[src/design/e1rs_pkg.sv]
package e1rs_pkg;

	// register indices as printed; byte address is index times four
	localparam logic [7:0] IDX_PRBS_ERR      = 8'h10;
	localparam logic [7:0] IDX_PRBS_MF_CNT   = 8'h11;
	localparam logic [7:0] IDX_ALARM_LATCH   = 8'h12;
	localparam logic [7:0] IDX_FAS_ERR_CNT   = 8'h13;
	localparam logic [7:0] IDX_EBIT_HIGH     = 8'h14;
	localparam logic [7:0] IDX_EBIT_LOW      = 8'h15;
	localparam logic [7:0] IDX_BPV_HIGH      = 8'h16;
	localparam logic [7:0] IDX_BPV_LOW       = 8'h17;
	localparam logic [7:0] IDX_CRC_HIGH      = 8'h18;
	localparam logic [7:0] IDX_CRC_LOW       = 8'h19;
	localparam logic [7:0] IDX_IRQ_WORD0     = 8'h1b;
	localparam logic [7:0] IDX_IRQ_MASK0     = 8'h20;

	// alarm latch bit positions
	localparam int ALM_REMOTE   = 7;
	localparam int ALM_ALL_ONES = 6;
	localparam int ALM_TS16     = 5;
	localparam int ALM_LOSS     = 4;
	localparam int ALM_AUXILIARY_PATTERN_LATCH     = 3;
	localparam int ALM_MULTIFRAME_ALARM_LATCH    = 2;
	localparam int ALM_SLIP     = 1;

	// interrupt word zero bit positions
	localparam int IRQ_FSYNC    = 7;
	localparam int IRQ_MFSYNC   = 6;
	localparam int IRQ_CRCSYNC  = 5;
	localparam int IRQ_ALL_ONES = 4;
	localparam int IRQ_LOSS     = 3;
	localparam int IRQ_CEF      = 2;
	localparam int IRQ_YBIT     = 1;
	localparam int IRQ_SLIP     = 0;

	localparam logic [7:0]  RST_BYTE  = 8'h00;
	localparam logic [7:0]  RST_MASK  = 8'h00;
	localparam logic [9:0]  RST_10    = 10'h000;
	localparam logic [15:0] RST_16    = 16'h0000;
	localparam logic [31:0] RST_WORD  = 32'h0000_0000;

	// per-event strobes and levels from framer, line interface and slip buffer
	typedef struct packed {
		logic crc_multiframe;
		logic remote_alarm;
		logic all_ones;
		logic ts16_all_ones;
		logic digital_loss;
		logic auxiliary_pattern;
		logic multiframe_alarm;
		logic rx_slip;
		logic fas_errored;
		logic ebit_error;
		logic bipolar_violation;
		logic crc4_error;
		logic frame_sync;
		logic multiframe_sync;
		logic crc4_sync;
		logic signal_loss;
		logic multiframe_align_loss;
	} e1rs_evt_t;

	typedef struct packed {
		logic [7:0]  prbs_multiframe_tally;
		logic [7:0]  alarm_latch;
		logic [7:0]  frame_align_error_tally;
		logic [9:0]  ebit_error_tally;
		logic [15:0] bipolar_violation_tally;
		logic [9:0]  crc4_error_tally;
		logic [7:0]  irq_word;
		logic [7:0]  irq_mask;
		logic        fas_prev_err;
		logic [4:0]  level_prev;
		logic [31:0] prdata;
		logic        pready;
		logic        pslverr;
	} e1rs_state_t;

endpackage : e1rs_pkg

[src/design/e1rs_status_bank.sv]
`timescale 1ns/10ps
`default_nettype none

module e1rs_status_bank
	import e1rs_pkg::*;
(
	input  wire logic        pclk,
	input  wire logic        presetn,
	input  wire logic        psel,
	input  wire logic        penable,
	input  wire logic        pwrite,
	input  wire logic [11:0] paddr,
	input  wire logic [31:0] pwdata,
	input  wire logic [3:0]  pstrb,
	output logic      [31:0] prdata,
	output logic             pready,
	output logic             pslverr,
	input  wire e1rs_evt_t   evt
);

	////////////////////////////////////////////////////////////////////////////
	e1rs_state_t s_q;
	e1rs_state_t s_d;

	function automatic logic hit(input logic [11:0] a, input logic [7:0] idx);
		hit = (a == {2'b00, idx, 2'b00});
	endfunction : hit

	logic       setup;
	logic       rd_fire;
	logic       wr_fire;
	logic [7:0] rbyte;
	logic       mapped;
	logic [7:0] alm_set;
	logic [7:0] irq_set;
	logic [4:0] lvl_now;

	// no wait state: setup cycle decodes, access cycle answers
	assign setup   = psel & ~penable;
	assign rd_fire = psel & penable & s_q.pready & ~pwrite;
	assign wr_fire = psel & penable & s_q.pready & pwrite;

	always_comb begin
		lvl_now = {evt.frame_sync, evt.multiframe_sync, evt.crc4_sync, evt.all_ones,
			evt.multiframe_align_loss};
		alm_set = 8'h00;
		alm_set[ALM_REMOTE]   = evt.remote_alarm;
		alm_set[ALM_ALL_ONES] = evt.all_ones;
		alm_set[ALM_TS16]     = evt.ts16_all_ones;
		alm_set[ALM_LOSS]     = evt.digital_loss;
		alm_set[ALM_AUXILIARY_PATTERN_LATCH]     = evt.auxiliary_pattern;
		alm_set[ALM_MULTIFRAME_ALARM_LATCH]    = evt.multiframe_alarm;
		alm_set[ALM_SLIP]     = evt.rx_slip;
		irq_set = 8'h00;
		irq_set[IRQ_FSYNC]    = lvl_now[4] ^ s_q.level_prev[4];
		irq_set[IRQ_MFSYNC]   = lvl_now[3] ^ s_q.level_prev[3];
		irq_set[IRQ_CRCSYNC]  = lvl_now[2] ^ s_q.level_prev[2];
		irq_set[IRQ_ALL_ONES] = lvl_now[1] ^ s_q.level_prev[1];
		irq_set[IRQ_LOSS]     = evt.signal_loss;
		irq_set[IRQ_CEF]      = evt.fas_errored & s_q.fas_prev_err;
		irq_set[IRQ_YBIT]     = lvl_now[0] ^ s_q.level_prev[0];
		irq_set[IRQ_SLIP]     = evt.rx_slip;
		irq_set = irq_set & s_q.irq_mask;
	end

	always_comb begin
		mapped = 1'b1;
		rbyte  = RST_BYTE;
		if (hit(paddr, IDX_PRBS_ERR)) begin
			rbyte = RST_BYTE;
		end else if (hit(paddr, IDX_PRBS_MF_CNT)) begin
			rbyte = s_q.prbs_multiframe_tally;
		end else if (hit(paddr, IDX_ALARM_LATCH)) begin
			rbyte = s_q.alarm_latch;
		end else if (hit(paddr, IDX_FAS_ERR_CNT)) begin
			rbyte = s_q.frame_align_error_tally;
		end else if (hit(paddr, IDX_EBIT_HIGH)) begin
			rbyte = {6'b000000, s_q.ebit_error_tally[9:8]};
		end else if (hit(paddr, IDX_EBIT_LOW)) begin
			rbyte = s_q.ebit_error_tally[7:0];
		end else if (hit(paddr, IDX_BPV_HIGH)) begin
			rbyte = s_q.bipolar_violation_tally[15:8];
		end else if (hit(paddr, IDX_BPV_LOW)) begin
			rbyte = s_q.bipolar_violation_tally[7:0];
		end else if (hit(paddr, IDX_CRC_HIGH)) begin
			rbyte = {6'b000000, s_q.crc4_error_tally[9:8]};
		end else if (hit(paddr, IDX_CRC_LOW)) begin
			rbyte = s_q.crc4_error_tally[7:0];
		end else if (hit(paddr, IDX_IRQ_WORD0)) begin
			rbyte = s_q.irq_word;
		end else if (hit(paddr, IDX_IRQ_MASK0)) begin
			rbyte = s_q.irq_mask;
		end else begin
			mapped = 1'b0;
		end
	end

	////////////////////////////////////////////////////////////////////////////
	always_comb begin
		s_d = s_q;
		s_d.pready  = setup;
		s_d.pslverr = setup & ~mapped;
		s_d.prdata  = RST_WORD;
		if (setup && !pwrite && mapped) begin
			s_d.prdata = {24'h00_0000, rbyte};
		end
		s_d.level_prev = lvl_now;
		if (evt.fas_errored) begin
			s_d.fas_prev_err = 1'b1;
		end else if (evt.crc_multiframe | evt.frame_sync) begin
			s_d.fas_prev_err = s_d.fas_prev_err;
		end
		// a clean fas is signalled by a frame with no error strobe; keep last result
		// counters wrap; overflow reporting lives elsewhere
		if (evt.crc_multiframe) begin
			s_d.prbs_multiframe_tally = s_q.prbs_multiframe_tally + 8'h01;
		end
		if (wr_fire && hit(paddr, IDX_PRBS_ERR) && pstrb[0]) begin
			s_d.prbs_multiframe_tally = RST_BYTE;
		end
		if (wr_fire && hit(paddr, IDX_IRQ_MASK0) && pstrb[0]) begin
			s_d.irq_mask = pwdata[7:0];
		end
		if (evt.fas_errored) begin
			s_d.frame_align_error_tally = s_q.frame_align_error_tally + 8'h01;
		end
		if (evt.ebit_error) begin
			s_d.ebit_error_tally = s_q.ebit_error_tally + 10'h001;
		end
		if (evt.bipolar_violation) begin
			s_d.bipolar_violation_tally = s_q.bipolar_violation_tally + 16'h0001;
		end
		if (evt.crc4_error) begin
			s_d.crc4_error_tally = s_q.crc4_error_tally + 10'h001;
		end
		// clear on read, then set: an event in the read cycle survives
		if (rd_fire && hit(paddr, IDX_ALARM_LATCH)) begin
			s_d.alarm_latch = RST_BYTE;
		end
		if (rd_fire && hit(paddr, IDX_IRQ_WORD0)) begin
			s_d.irq_word = RST_BYTE;
		end
		s_d.alarm_latch = s_d.alarm_latch | alm_set;
		s_d.irq_word    = s_d.irq_word | irq_set;
	end

	always_ff @(posedge pclk or negedge presetn) begin
		if (!presetn) begin
			s_q.prbs_multiframe_tally   <= RST_BYTE;
			s_q.alarm_latch             <= RST_BYTE;
			s_q.frame_align_error_tally <= RST_BYTE;
			s_q.ebit_error_tally        <= RST_10;
			s_q.bipolar_violation_tally <= RST_16;
			s_q.crc4_error_tally        <= RST_10;
			s_q.irq_word                <= RST_BYTE;
			s_q.irq_mask                <= RST_MASK;
			s_q.fas_prev_err            <= 1'b0;
			s_q.level_prev              <= 5'b00000;
			s_q.prdata                  <= RST_WORD;
			s_q.pready                  <= 1'b0;
			s_q.pslverr                 <= 1'b0;
		end else begin
			s_q <= s_d;
		end
	end

	assign prdata  = s_q.prdata;
	assign pready  = s_q.pready;
	assign pslverr = s_q.pslverr;

endmodule : e1rs_status_bank

`default_nettype wire

[config.mk]
export PLATFORM = sky130hd
export DESIGN_NAME = e1rs_status_bank
export DESIGN_NICKNAME = d
export VERILOG_FILES = /design/src/design/e1rs_pkg.sv /design/src/design/e1rs_status_bank.sv
export SDC_FILE = /design/constraint.sdc
export NUM_CORES = 1
export LEC_CHECK = 0
export BUFFER_PORTS_ARGS = -buffer_cell sky130_fd_sc_hd__buf_2
export CAP_MARGIN = 40
export CORE_ASPECT_RATIO = 1.5
export CORE_MARGIN = 2
export CORE_UTILIZATION = 30
export CTS_CLUSTER_SIZE = 12
export DETAILED_ROUTE_END_ITERATION = 16
export GPL_TIMING_DRIVEN = 0
export PLACE_DENSITY = 0.46
export SYNTH_ARGS = -nofsm -noshare
export SYNTH_HDL_FRONTEND = slang
export SYNTH_SLANG_ARGS = --single-unit
[constraint.sdc]
create_clock -name pclk -period 1.8 [get_ports pclk]
set_input_delay 0.27 -clock pclk [delete_from_list [all_inputs] [get_ports pclk]]
set_output_delay 0.27 -clock pclk [all_outputs]
set_load 0.01 [all_outputs]
==> results of run 1 <==
-- how the worst max path moves through the flow --
stage              from             endpoint  slack (ps)  depth (start not counted)
4_1_cts        paddr[5]  prdata[4]$_DFF_PN0_           7                          8
3_5_place_dp   paddr[2]  prdata[6]$_DFF_PN0_        -880                          7
6_report       paddr[4]  prdata[7]$_DFF_PN0_          20                          7
5_1_grt        paddr[7]  prdata[7]$_DFF_PN0_         -50                          6
2_1_floorplan  paddr[5]  prdata[5]$_DFF_PN0_          -5                          6
3_3_place_gp   paddr[9]  prdata[6]$_DFF_PN0_       -1090                          6
-- sequential cells by signal (all words and copies together), names as in the netlist --
name and cells:
prdata 8, pslverr 1, pready 1, s_q 81
-- power groups by stage --
| stage | combinational [mW] | clock (mW) | sequential (mW) |
|---|---|---|---|
| after floorplan | 0.810 | 0 | 2.84 |
| after global placement | 1.04 | 0 | 3.04 |
| after detailed placement | 1.10 | 0 | 3.06 |
| after CTS | 1.12 | 1.88 | 3.03 |
| after global routing | 1.29 | 1.97 | 3.10 |
| final | 1.12 | 1.82 | 3.03 |
-- repair_timing --
action | 4_1_cts | 5_1_grt
gates resized for setup | 28 | 20
hold endpoints to repair | 44 | 0
setup buffers | 9 | 7
pin swaps | 8 | 7
endpoints found under the setup margin | 42 | 20
hold buffers | 1 | 0
-- cell type report --
type / instances / share of cell area
Inverter: 8 / 0.00483
Buffer: 47 / 0.0548
Clock inverter: 6 / 0.00765
Sequential cell: 91 / 0.367
Tap cell: 206 / 0.0415
Clock buffer: 10 / 0.0385
Multi-Input combinational cell: 354 / 0.415
Timing Repair Buffer: 70 / 0.0717
-- metrics by stage --
step | hold WS, ps | total power, mW | TNS, ps | setup slack (ps) | cell area (um^2)
floorplan | -25.6 | 3.65 | -5.47 | -5.47 | 5050
global placement | 404 | 4.08 | -63350 | -1090 | 5560
detailed placement | 325 | 4.15 | -21750 | -884 | 5600
CTS | 47.0 | 6.02 | 0 | 7.29 | 6090
global route | 45.1 | 6.35 | -82.8 | -52.4 | 6210
finish | 54.6 | 5.97 | 0 | 24.1 | 6210
-- critical path, delay by kind of cell --
kind | cells | cell delay, ps
buffers and inverters | 2 | 250
and+or+nand+nor | 2 | 680
AOI/OAI and AO/OA | 3 | 800
-- per-layer routing --
metal | vias up | global-route usage
met5 | - | 0
met4 | 0 | 0.0763
met3 | 21 | 0.0327
met2 | 99 | 0.318
met1 | 1991 | 0.198
li1 | 1891 | -
-- cells by family after synthesis --
family | Yosys count | share of synthesized area
and+or+nand+nor | 159 | 0.188
adders and majority gates | 5 | 0.0126
xor gates and xnor gates | 52 | 0.0920
buffers and inverters | 57 | 0.0703
DFF | 91 | 0.460
AOI/OAI and AO/OA | 99 | 0.143
other | 1 | 0.000758
muxes | 15 | 0.0336
-- cell usage in the layout (no fill, tap or decap), types with 4 or more instances in the layout --
cell and instances:
nand2_1 29, o22ai_1 8, dfrtp_1 91, clkbuf_16 9
nor2_1 25, buf_4 49, mux2_2 13, nand2b_1 4
xor2_1 21, o21ai_0 7, conb_1 24, buf_2 53
a21o_1 8, nor2b_1 10, o2111ai_1 4, ha_1 5
nor3_2 5, or2_2 4, o2bb2ai_1 5, xnor2_1 31
inv_1 8, and3_1 13, clkbuf_2 4, a22o_1 10
a22oi_1 4, o211ai_1 6, nand3_1 18, a21oi_1 24
buf_6 4, nand4_1 16
==> metrics, run 1 <==
status=completed; VDD IR max=0.000396 V; synth top area cells=dfrtp_1 46%, xnor2_1 5.5%, buf_4 4.9%; Syn Inst Count=479; Root Driver=clkbuf_16; syn avg cell area=10.3 um^2; initial DRC count=211; Rel. slew slack=0.524; critical path class=in -> reg; DR DRC count=0; GP Congestion=0.928; Die Y=161 um; critical path startpoint category=primary input; largest net degree at the start of global routing=48; Hold Crit Class=in -> reg; Non-Filler Instances=792; met2 WL=7.96 mm; Worst Path Required=2030 ps; Yosys reg bits=91; initial antenna violation count=0; top-count cell post-synth=dfrtp_1; Starting Density=0.306; DIE AREA=17600 um^2; Num CTS Buffers=9; Max Root-Sink Buffers=2; DP Cell Count=761; Max Clk Rate=563 MHz; library cells used by synthesis=60; CTS tree=yes; first-pass GRT wire length=23.1 mm; Synth Cell Area=4950 um^2; gr ovfl total=0; Setup Skew=10.5 ps; Pre-antenna DRT Iters=4; final core occ=0.384; NetSw=1.97 mW; Slew Viols, Final=0; register area=2280 um^2; RSZ-0062 raised after global routing=yes; fillers=1618; # rows=57; Combinational Power Share=0.187; # IOs=104; DP HPWL=11.6 mm; GRT Resource Usage Total=0.177; Hold Crit Start=evt[4]; cell count of the worst reg-to-reg path=4; Tmin final=1780 ps; sequential power share=0.507; CP cell instances=buf_2 -> buf_6 -> or4b_4 -> nor2_4 -> a211o_1 -> o2111ai_4 -> a311oi_2; htree depth=3; final hold viol count=0; fin crit share=0.987; Max Cap Viol=0; post-route ant nets=0; internal power=3.99 mW; Max stage delay cell, worst path=or4b_4; YS warnings=0; Sw Ratio=0.331; detailed-route wire length per cell=18.7 um; area of the multi-input gates=2570 um^2; Max stage delay on crit path=540 ps; Seq/Total Area, Yosys=0.460; area delta synth->final=25.5%; Worst-path clk slew=70 ps; clock share of power=0.306; Synth top cells by count=91 x dfrtp_1, 32 x buf_4, 31 x nand2_1, 31 x xnor2_1, 28 x nor2_1; uppermost layer routed=met4; crit end category=register; Post-Route WL=14.8 mm; met3 wire len=609 um; leakage=2.75 nW; RR Endpoint=s_q[79]$_DFFE_PN0P_; vias in the first global route=4089; PD cells=960 nW/um^2; Skew-Pair Late Insertion Delay=350 ps; Max Fanout on Critical Path=10; Antenna Cells=0; ys flop type=dfrtp_1; core footprint=16200 um^2; DR vias=4002; # setup viols final=0; port buffer count=51; NumNets Final=656; post-synth top area share=0.460; clock sinks=91; DR vias/cell=5.05; R2R setup slack=210 ps; worst hold endpoint=s_q[38]$_DFF_PN0_; worst hold stages=1; Die Width=109 um; area leader, netlist=dfrtp_1; Arrival @ worst endpoint=2000 ps; Post-synth ARST share=1.00; layout cells sized above 1=0.312; RR Startpoint=s_q[69]$_DFFE_PN0P_; WL met1=5.67 mm; Worst-Margin Slew=708 ps; Post-synth EDFFs=0
Power figures use the tool's default switching activity.
==> run 2: changes to the inputs <==
- ABC_AREA: default -> 1
==> run 2 against run 1 <==
  * Sequential share of layout area rose by 0.95 points
  * Critical path depth rose by 1
  * Highest routed layer unchanged
  * Global-route usage fell by 3.6 points
  * Critical endpoint is now s_q[81]$_DFFE_PN0P_
  * Maximum frequency rose by 4.7%
  * Worst setup slack improved by 80 ps
  * Clock skew rose by 2.3 ps
  * First-iteration DRC count fell by 45%
  * Routed wire length fell by 20%
==> metrics, run 2 <==
Hold Crit Class=in -> async; Max Clk Rate=590 MHz (+4.7%); uppermost layer routed=met4; DR vias/cell=4.40 (-13%); fin crit share=0.942 (-0.0444); detailed-route wire length per cell=13.3 um (-29%); Max Root-Sink Buffers=2 (unchanged); Die Width=110 um (+1.2%); vias in the first global route=3932 (-3.8%); Slew Viols, Final=0 (unchanged); Worst-path clk slew=70 ps (about the same); top-count cell post-synth=inv_1; # rows=58 (+1.8%); Max Fanout on Critical Path=3 (-7); layout cells sized above 1=0.253 (-0.0590); RSZ-0062 raised after global routing=yes; largest register by flop count=s_q; DIE AREA=18000 um^2 (+2.5%); Starting Density=0.304 (-0.00147); area leader, netlist=dfrtp_1; Synth Cell Area=5080 um^2 (+2.6%); Finished Cell Area=6050 um^2 (-2.5%); Worst-Margin Slew=759 ps (+51.6 ps); most frequent cells in the layout=95 x inv_1, 91 x dfrtp_1, 90 x nand2_1; # setup viols final=0 (unchanged); Rel. slew slack=0.494 (-0.0301); Skew-Pair Late Insertion Delay=340 ps (about the same); CTS tree=yes; synth top area cells=dfrtp_1 45%, inv_1 7.1%, nand2_1 6.7%; biggest regs=s_q x81, prdata x8; Max stage delay on crit path=350 ps (-190 ps); library cells used by synthesis=41 (-32%); Seq/Total Area, Yosys=0.448 (-0.0117); htree depth=3 (unchanged); initial antenna violation count=0 (unchanged); Post-synth EDFFs=0 (unchanged); first-pass GRT wire length=19.3 mm (-16%); Post-Route WL=11.9 mm (-20%); NumNets Final=757 (+15%); Arrival @ worst endpoint=1950 ps (-50 ps); VDD IR max=0.000414 V (+4.7%); final hold viol count=0 (unchanged); setup_tns=0 ps (unchanged); critical path class=reg -> reg; syn avg cell area=8.55 um^2 (-17%); status=completed; Yosys reg bits=91 (unchanged); Max stage delay cell, worst path=dfrtp_1; post-route ant nets=0 (unchanged); commonest non-fill, non-tap cell in the layout=inv_1; met2 WL=6.23 mm (-22%); Setup Skew=12.8 ps (+2.30 ps); crit path setup slack, layout=104 ps (+80.0 ps); Post-synth ARST share=1.00 (unchanged); Worst Path Required=2050 ps (+20 ps); leakage=3.33 nW (+21%); largest net degree at the start of global routing=58 (+21%); PD cells=1000 nW/um^2 (+4.2%); area delta synth->final=19.2%; GP Congestion=0.852 (-8.3%); gr ovfl total=0 (unchanged); crit end category=register; clock sinks=91 (unchanged); Root Driver=clkbuf_16; port buffer count=51 (unchanged); met3 wire len=434 um (-29%); # IOs=104 (unchanged); critical path startpoint category=register; Pre-antenna DRT Iters=5 (+1); GRT Resource Usage Total=0.141 (-0.0359); Syn Inst Count=594 (+24%); DP HPWL=9.54 mm (-18%); number of flip-flops under the largest register name=81 (unchanged); ys flop type=dfrtp_1; DR DRC count=0 (unchanged); Max Cap Viol=0 (unchanged); Num CTS Buffers=9 (unchanged); post-synth top area share=0.448 (-0.0117); YS warnings=0 (unchanged); CP cell instances=inv_1 -> nor4_4 -> nand3_2 -> or2_4 -> nor2_4 -> nand2_4 -> nor2_2 -> xor2_1; area of placed instances=5710 um^2 (+1.9%); final core occ=0.363 (-0.0210); Place WS=-223 ps (+661 ps); WL met1=4.90 mm (-14%); Die Y=163 um (+1.3%); DR vias=3950 (-1.3%); Tmin final=1700 ps (-80.0 ps); core footprint=16700 um^2 (+3.1%); Synth top cells by count=96 x inv_1, 91 x dfrtp_1, 91 x nand2_1; initial DRC count=117 (-45%); Antenna Cells=0 (unchanged)
run 2: logic make-up after synthesis:
group           synth area share
other cells             0.000738
buf+inv                    0.130
compound gates            0.0840
xor+xnor                  0.0638
fa+ha+maj                 0.0123
simple gates               0.243
flops                      0.448
mux                       0.0177
run 2: worst paths after layout:
check / to / slack (ps) / cells past startpoint / startpoint
min in group pclk: s_q[34]$_DFF_PN0_ / 70 / 1 / evt[0]
min reg2reg: s_q[99]$_DFFE_PN0P_ / 470 / 1 / s_q[99]$_DFFE_PN0P_
max in group asynchronous: s_q[82]$_DFFE_PN0P_ / 1140 / 2 / presetn
max reg2reg: s_q[81]$_DFFE_PN0P_ / 100 / 8 / s_q[67]$_DFFE_PN0P_
min: s_q[42]$_DFFE_PN0P_ / 0.1 / 1 / presetn
max: s_q[81]$_DFFE_PN0P_ / 100 / 8 / s_q[67]$_DFFE_PN0P_
run 2: power breakdown:
| group | switching, mW | leakage [nW] | internal, mW |
|---|---|---|---|
| sequential | 0.402 | 1.07 | 2.49 |
| clock | 0.811 | 0.136 | 1.09 |
| combinational | 0.771 | 2.12 | 0.499 |
run 2: timing repair:
action | CTS | global route
setup buffers | 1 | 1
resized for setup | 1 | 10
hold buffers | 0 | 0
endpoints found under the setup margin | 2 | 19
pin swaps | 1 | 2
run 2: through the flow:
| stage | hold WS [ps] | cells | power [mW] |
|---|---|---|---|
| 5_1_grt | 45.9 | 897 | 6.49 |
| 3_3_place_gp | 408 | 878 | 4.10 |
| 2_1_floorplan | -25.6 | 617 | 3.73 |
| 4_1_cts | 28.8 | 896 | 6.12 |
| 3_5_place_dp | 403 | 879 | 4.16 |
| 6_report | 0.125 | 897 | 6.06 |
run 2: layout make-up:
| type | instances | area, um^2 |
|---|---|---|
| fill | 1781 | 10600 |
| sequential | 91 | 2280 |
| multi-input combinational | 385 | 2270 |
| inverter | 107 | 404 |
| timing repair buffer | 54 | 293 |
| tap | 210 | 263 |
| buffer | 34 | 255 |
| clock buffer | 11 | 233 |
| clock inverter | 5 | 62.6 |
run 2: critical path: cells and delay by family, from the launching register on:
| family | cells | cell delay (ps) |
|---|---|---|
| xor+xnor | 1 | 150 |
| buf+inv | 1 | 120 |
| flops | 1 | 350 |
| simple gates | 6 | 980 |
run 2: layer usage:
layer / global-route usage / vias up
li1: - / 2005
met1: 0.163 / 1845
met2: 0.248 / 82
met3: 0.0271 / 18
met4: 0.0591 / 0
met5: 0 / -
==> run 3: changes to the inputs <==
==> constraint.sdc (replaced) <==
create_clock -name pclk -period 1.8 [get_ports pclk]
set_input_delay 0.18 -clock pclk [delete_from_list [all_inputs] [get_ports pclk]]
set_output_delay 0.18 -clock pclk [all_outputs]
set_load 0.01 [all_outputs]
==> run 3 against run 2 <==
  * Global-route usage is essentially flat
  * Critical endpoint unchanged
  * Sequential cell count is the same
  * Cell area grew 0.87%
==> metrics, run 3 (synthesis results as in run 2) <==
status=completed; final core occ=0.366 (+0.00315); PD cells=993 nW/um^2 (-0.70%); Worst-path clk slew=70 ps (about the same); Pre-antenna DRT Iters=5 (unchanged); number of flip-flops under the largest register name=81 (unchanged); DP HPWL=9.54 mm (unchanged); Starting Density=0.304 (unchanged); Skew-Pair Late Insertion Delay=340 ps (about the same); final hold viol count=0 (unchanged); Root Driver=clkbuf_16; commonest non-fill, non-tap cell in the layout=inv_1; RR Startpoint=s_q[67]$_DFFE_PN0P_; htree depth=3 (unchanged); Arrival @ worst endpoint=1960 ps (about the same); biggest regs=s_q x81, prdata x8; cell count of the worst reg-to-reg path=8 (unchanged); DP Cell Count=879 (unchanged); Slew Viols, Final=0 (unchanged); fin crit share=0.946 (+0.00339); fillers=1773 (-0.45%); initial DRC count=135 (+15%); leakage=3.36 nW (+0.76%); VDD IR max=0.000416 V (+0.37%); CTS tree=yes; crit end category=register; port buffer count=51 (unchanged); Worst-Margin Slew=780 ps (+20.6 ps); Antenna Cells=0 (unchanged); largest register by flop count=s_q; DR vias/cell=4.40 (-0.16%); Max Cap Viol=0 (unchanged); R2R setup slack=100 ps (about the same); # IOs=104 (unchanged); # rows=58 (unchanged); Tmin final=1700 ps (+6.11 ps); Non-Filler Instances=903 (+0.67%); area delta synth->final=20.3%; DR DRC count=0 (unchanged); most frequent cells in the layout=95 x inv_1, 91 x dfrtp_1, 90 x nand2_1; layout cells sized above 1=0.247 (-0.00652); post-route ant nets=0 (unchanged); Max Root-Sink Buffers=2 (unchanged); Pwr Total=6.07 mW (+0.16%); largest net degree at the start of global routing=58 (unchanged); Max stage delay on crit path=350 ps (about the same); Die Width=110 um (unchanged); Rel. slew slack=0.480 (-0.0137); Post-Route WL=11.9 mm (+0.15%); DIE AREA=18000 um^2 (unchanged); critical path startpoint category=register; Die Y=163 um (unchanged); NumNets Final=763 (+0.79%); Max Fanout on Critical Path=3 (unchanged); vias in the first global route=3954 (+0.56%); worst hold stages=2; detailed-route wire length per cell=13.2 um (-0.51%); Max Clk Rate=588 MHz (-0.36%); Max stage delay cell, worst path=dfrtp_1; initial antenna violation count=0 (unchanged); RSZ-0062 raised after global routing=yes; DR vias=3970 (+0.51%); critical path class=reg -> reg; Worst Path Required=2050 ps (about the same); core footprint=16700 um^2 (unchanged); Setup Skew=12.7 ps (-0.0776 ps); first-pass GRT wire length=19.4 mm (+0.25%); crit path from=s_q[67]$_DFFE_PN0P_; gr ovfl total=0 (unchanged); clock sinks=91 (unchanged); CP cell instances=inv_1 -> nor4_4 -> nand3_2 -> or2_4 -> nor2_4 -> nand2_4 -> nor2_2 -> xor2_1; Hold Crit Class=in -> reg; # setup viols final=0 (unchanged); GP Congestion=0.852 (unchanged); Hold Crit Start=evt[12]; Num CTS Buffers=9 (unchanged); GRT Resource Usage Total=0.141 (+0.000329)
run 3: changes by cell type in the layout (fill, tap and decap cells not counted):
cell / before / now
nor2_2: 12 / 9
nor2_1: 35 / 38
dlygate4sd3_1: 0 / 6
run 3: power by group:
group / switching [mW] / total (mW) / internal (mW)
Clock: 0.809 / 1.89 / 1.09
Combinational: 0.776 / 1.28 / 0.508
Sequential: 0.402 / 2.89 / 2.49
run 3: metrics by stage:
stage	hold slack (ps)	TNS [ps]	setup WS, ps	cell area (um^2)
after global routing	32.6	-43.1	-35.3	6110
after detailed placement	313	-1530	-133	5710
after floorplan	-116	0	199	5160
after global placement	318	-37860	-405	5680
after CTS	14.0	0	1.75	6070
final	29.2	0	97.9	6110
run 3: per-layer routing:
layer  wire length, um  vias up  track usage
met5                 0        -            0
met4               325        0       0.0591
met3               431       16       0.0271
met2              6220       82        0.249
met1              4950     1854        0.163
li1                  -     2018            -
run 3: repair_timing:
action                                  4_1_cts  5_1_grt
resized for setup                             1        7
gates cloned                                  0        0
endpoints found under the hold margin        61        0
endpoints found under the setup margin        2        6
setup buffers                                 1        1
hold buffers                                  6        0
pin swaps                                     1        2
run 3: area by class of cell:
class                           instances  area [um^2]  share of cell area
Timing Repair Buffer                   60          353              0.0578
Buffer                                 34          255              0.0418
Clock buffer                           11          233              0.0381
Clock inverter                          5         62.6              0.0102
Multi-Input combinational cell        385         2260               0.370
Inverter                              107          404              0.0662
Sequential cell                        91         2280               0.373
Tap cell                              210          263              0.0430
run 3: worst max-delay path: cells and delay by family, from the launching register on:
kind	cells	cell delay, ps
xor+xnor	1	150
simple gates	6	980
buf+inv	1	120
flops	1	350
run 3: worst paths after layout:
kind	to
worst max register to register	s_q[81]$_DFFE_PN0P_
worst max-delay path	s_q[81]$_DFFE_PN0P_
worst min-delay path	s_q[104]$_DFF_PN0_
worst min register to register	s_q[99]$_DFFE_PN0P_
max in group asynchronous	s_q[82]$_DFFE_PN0P_
min in group asynchronous	s_q[39]$_DFFE_PN0P_
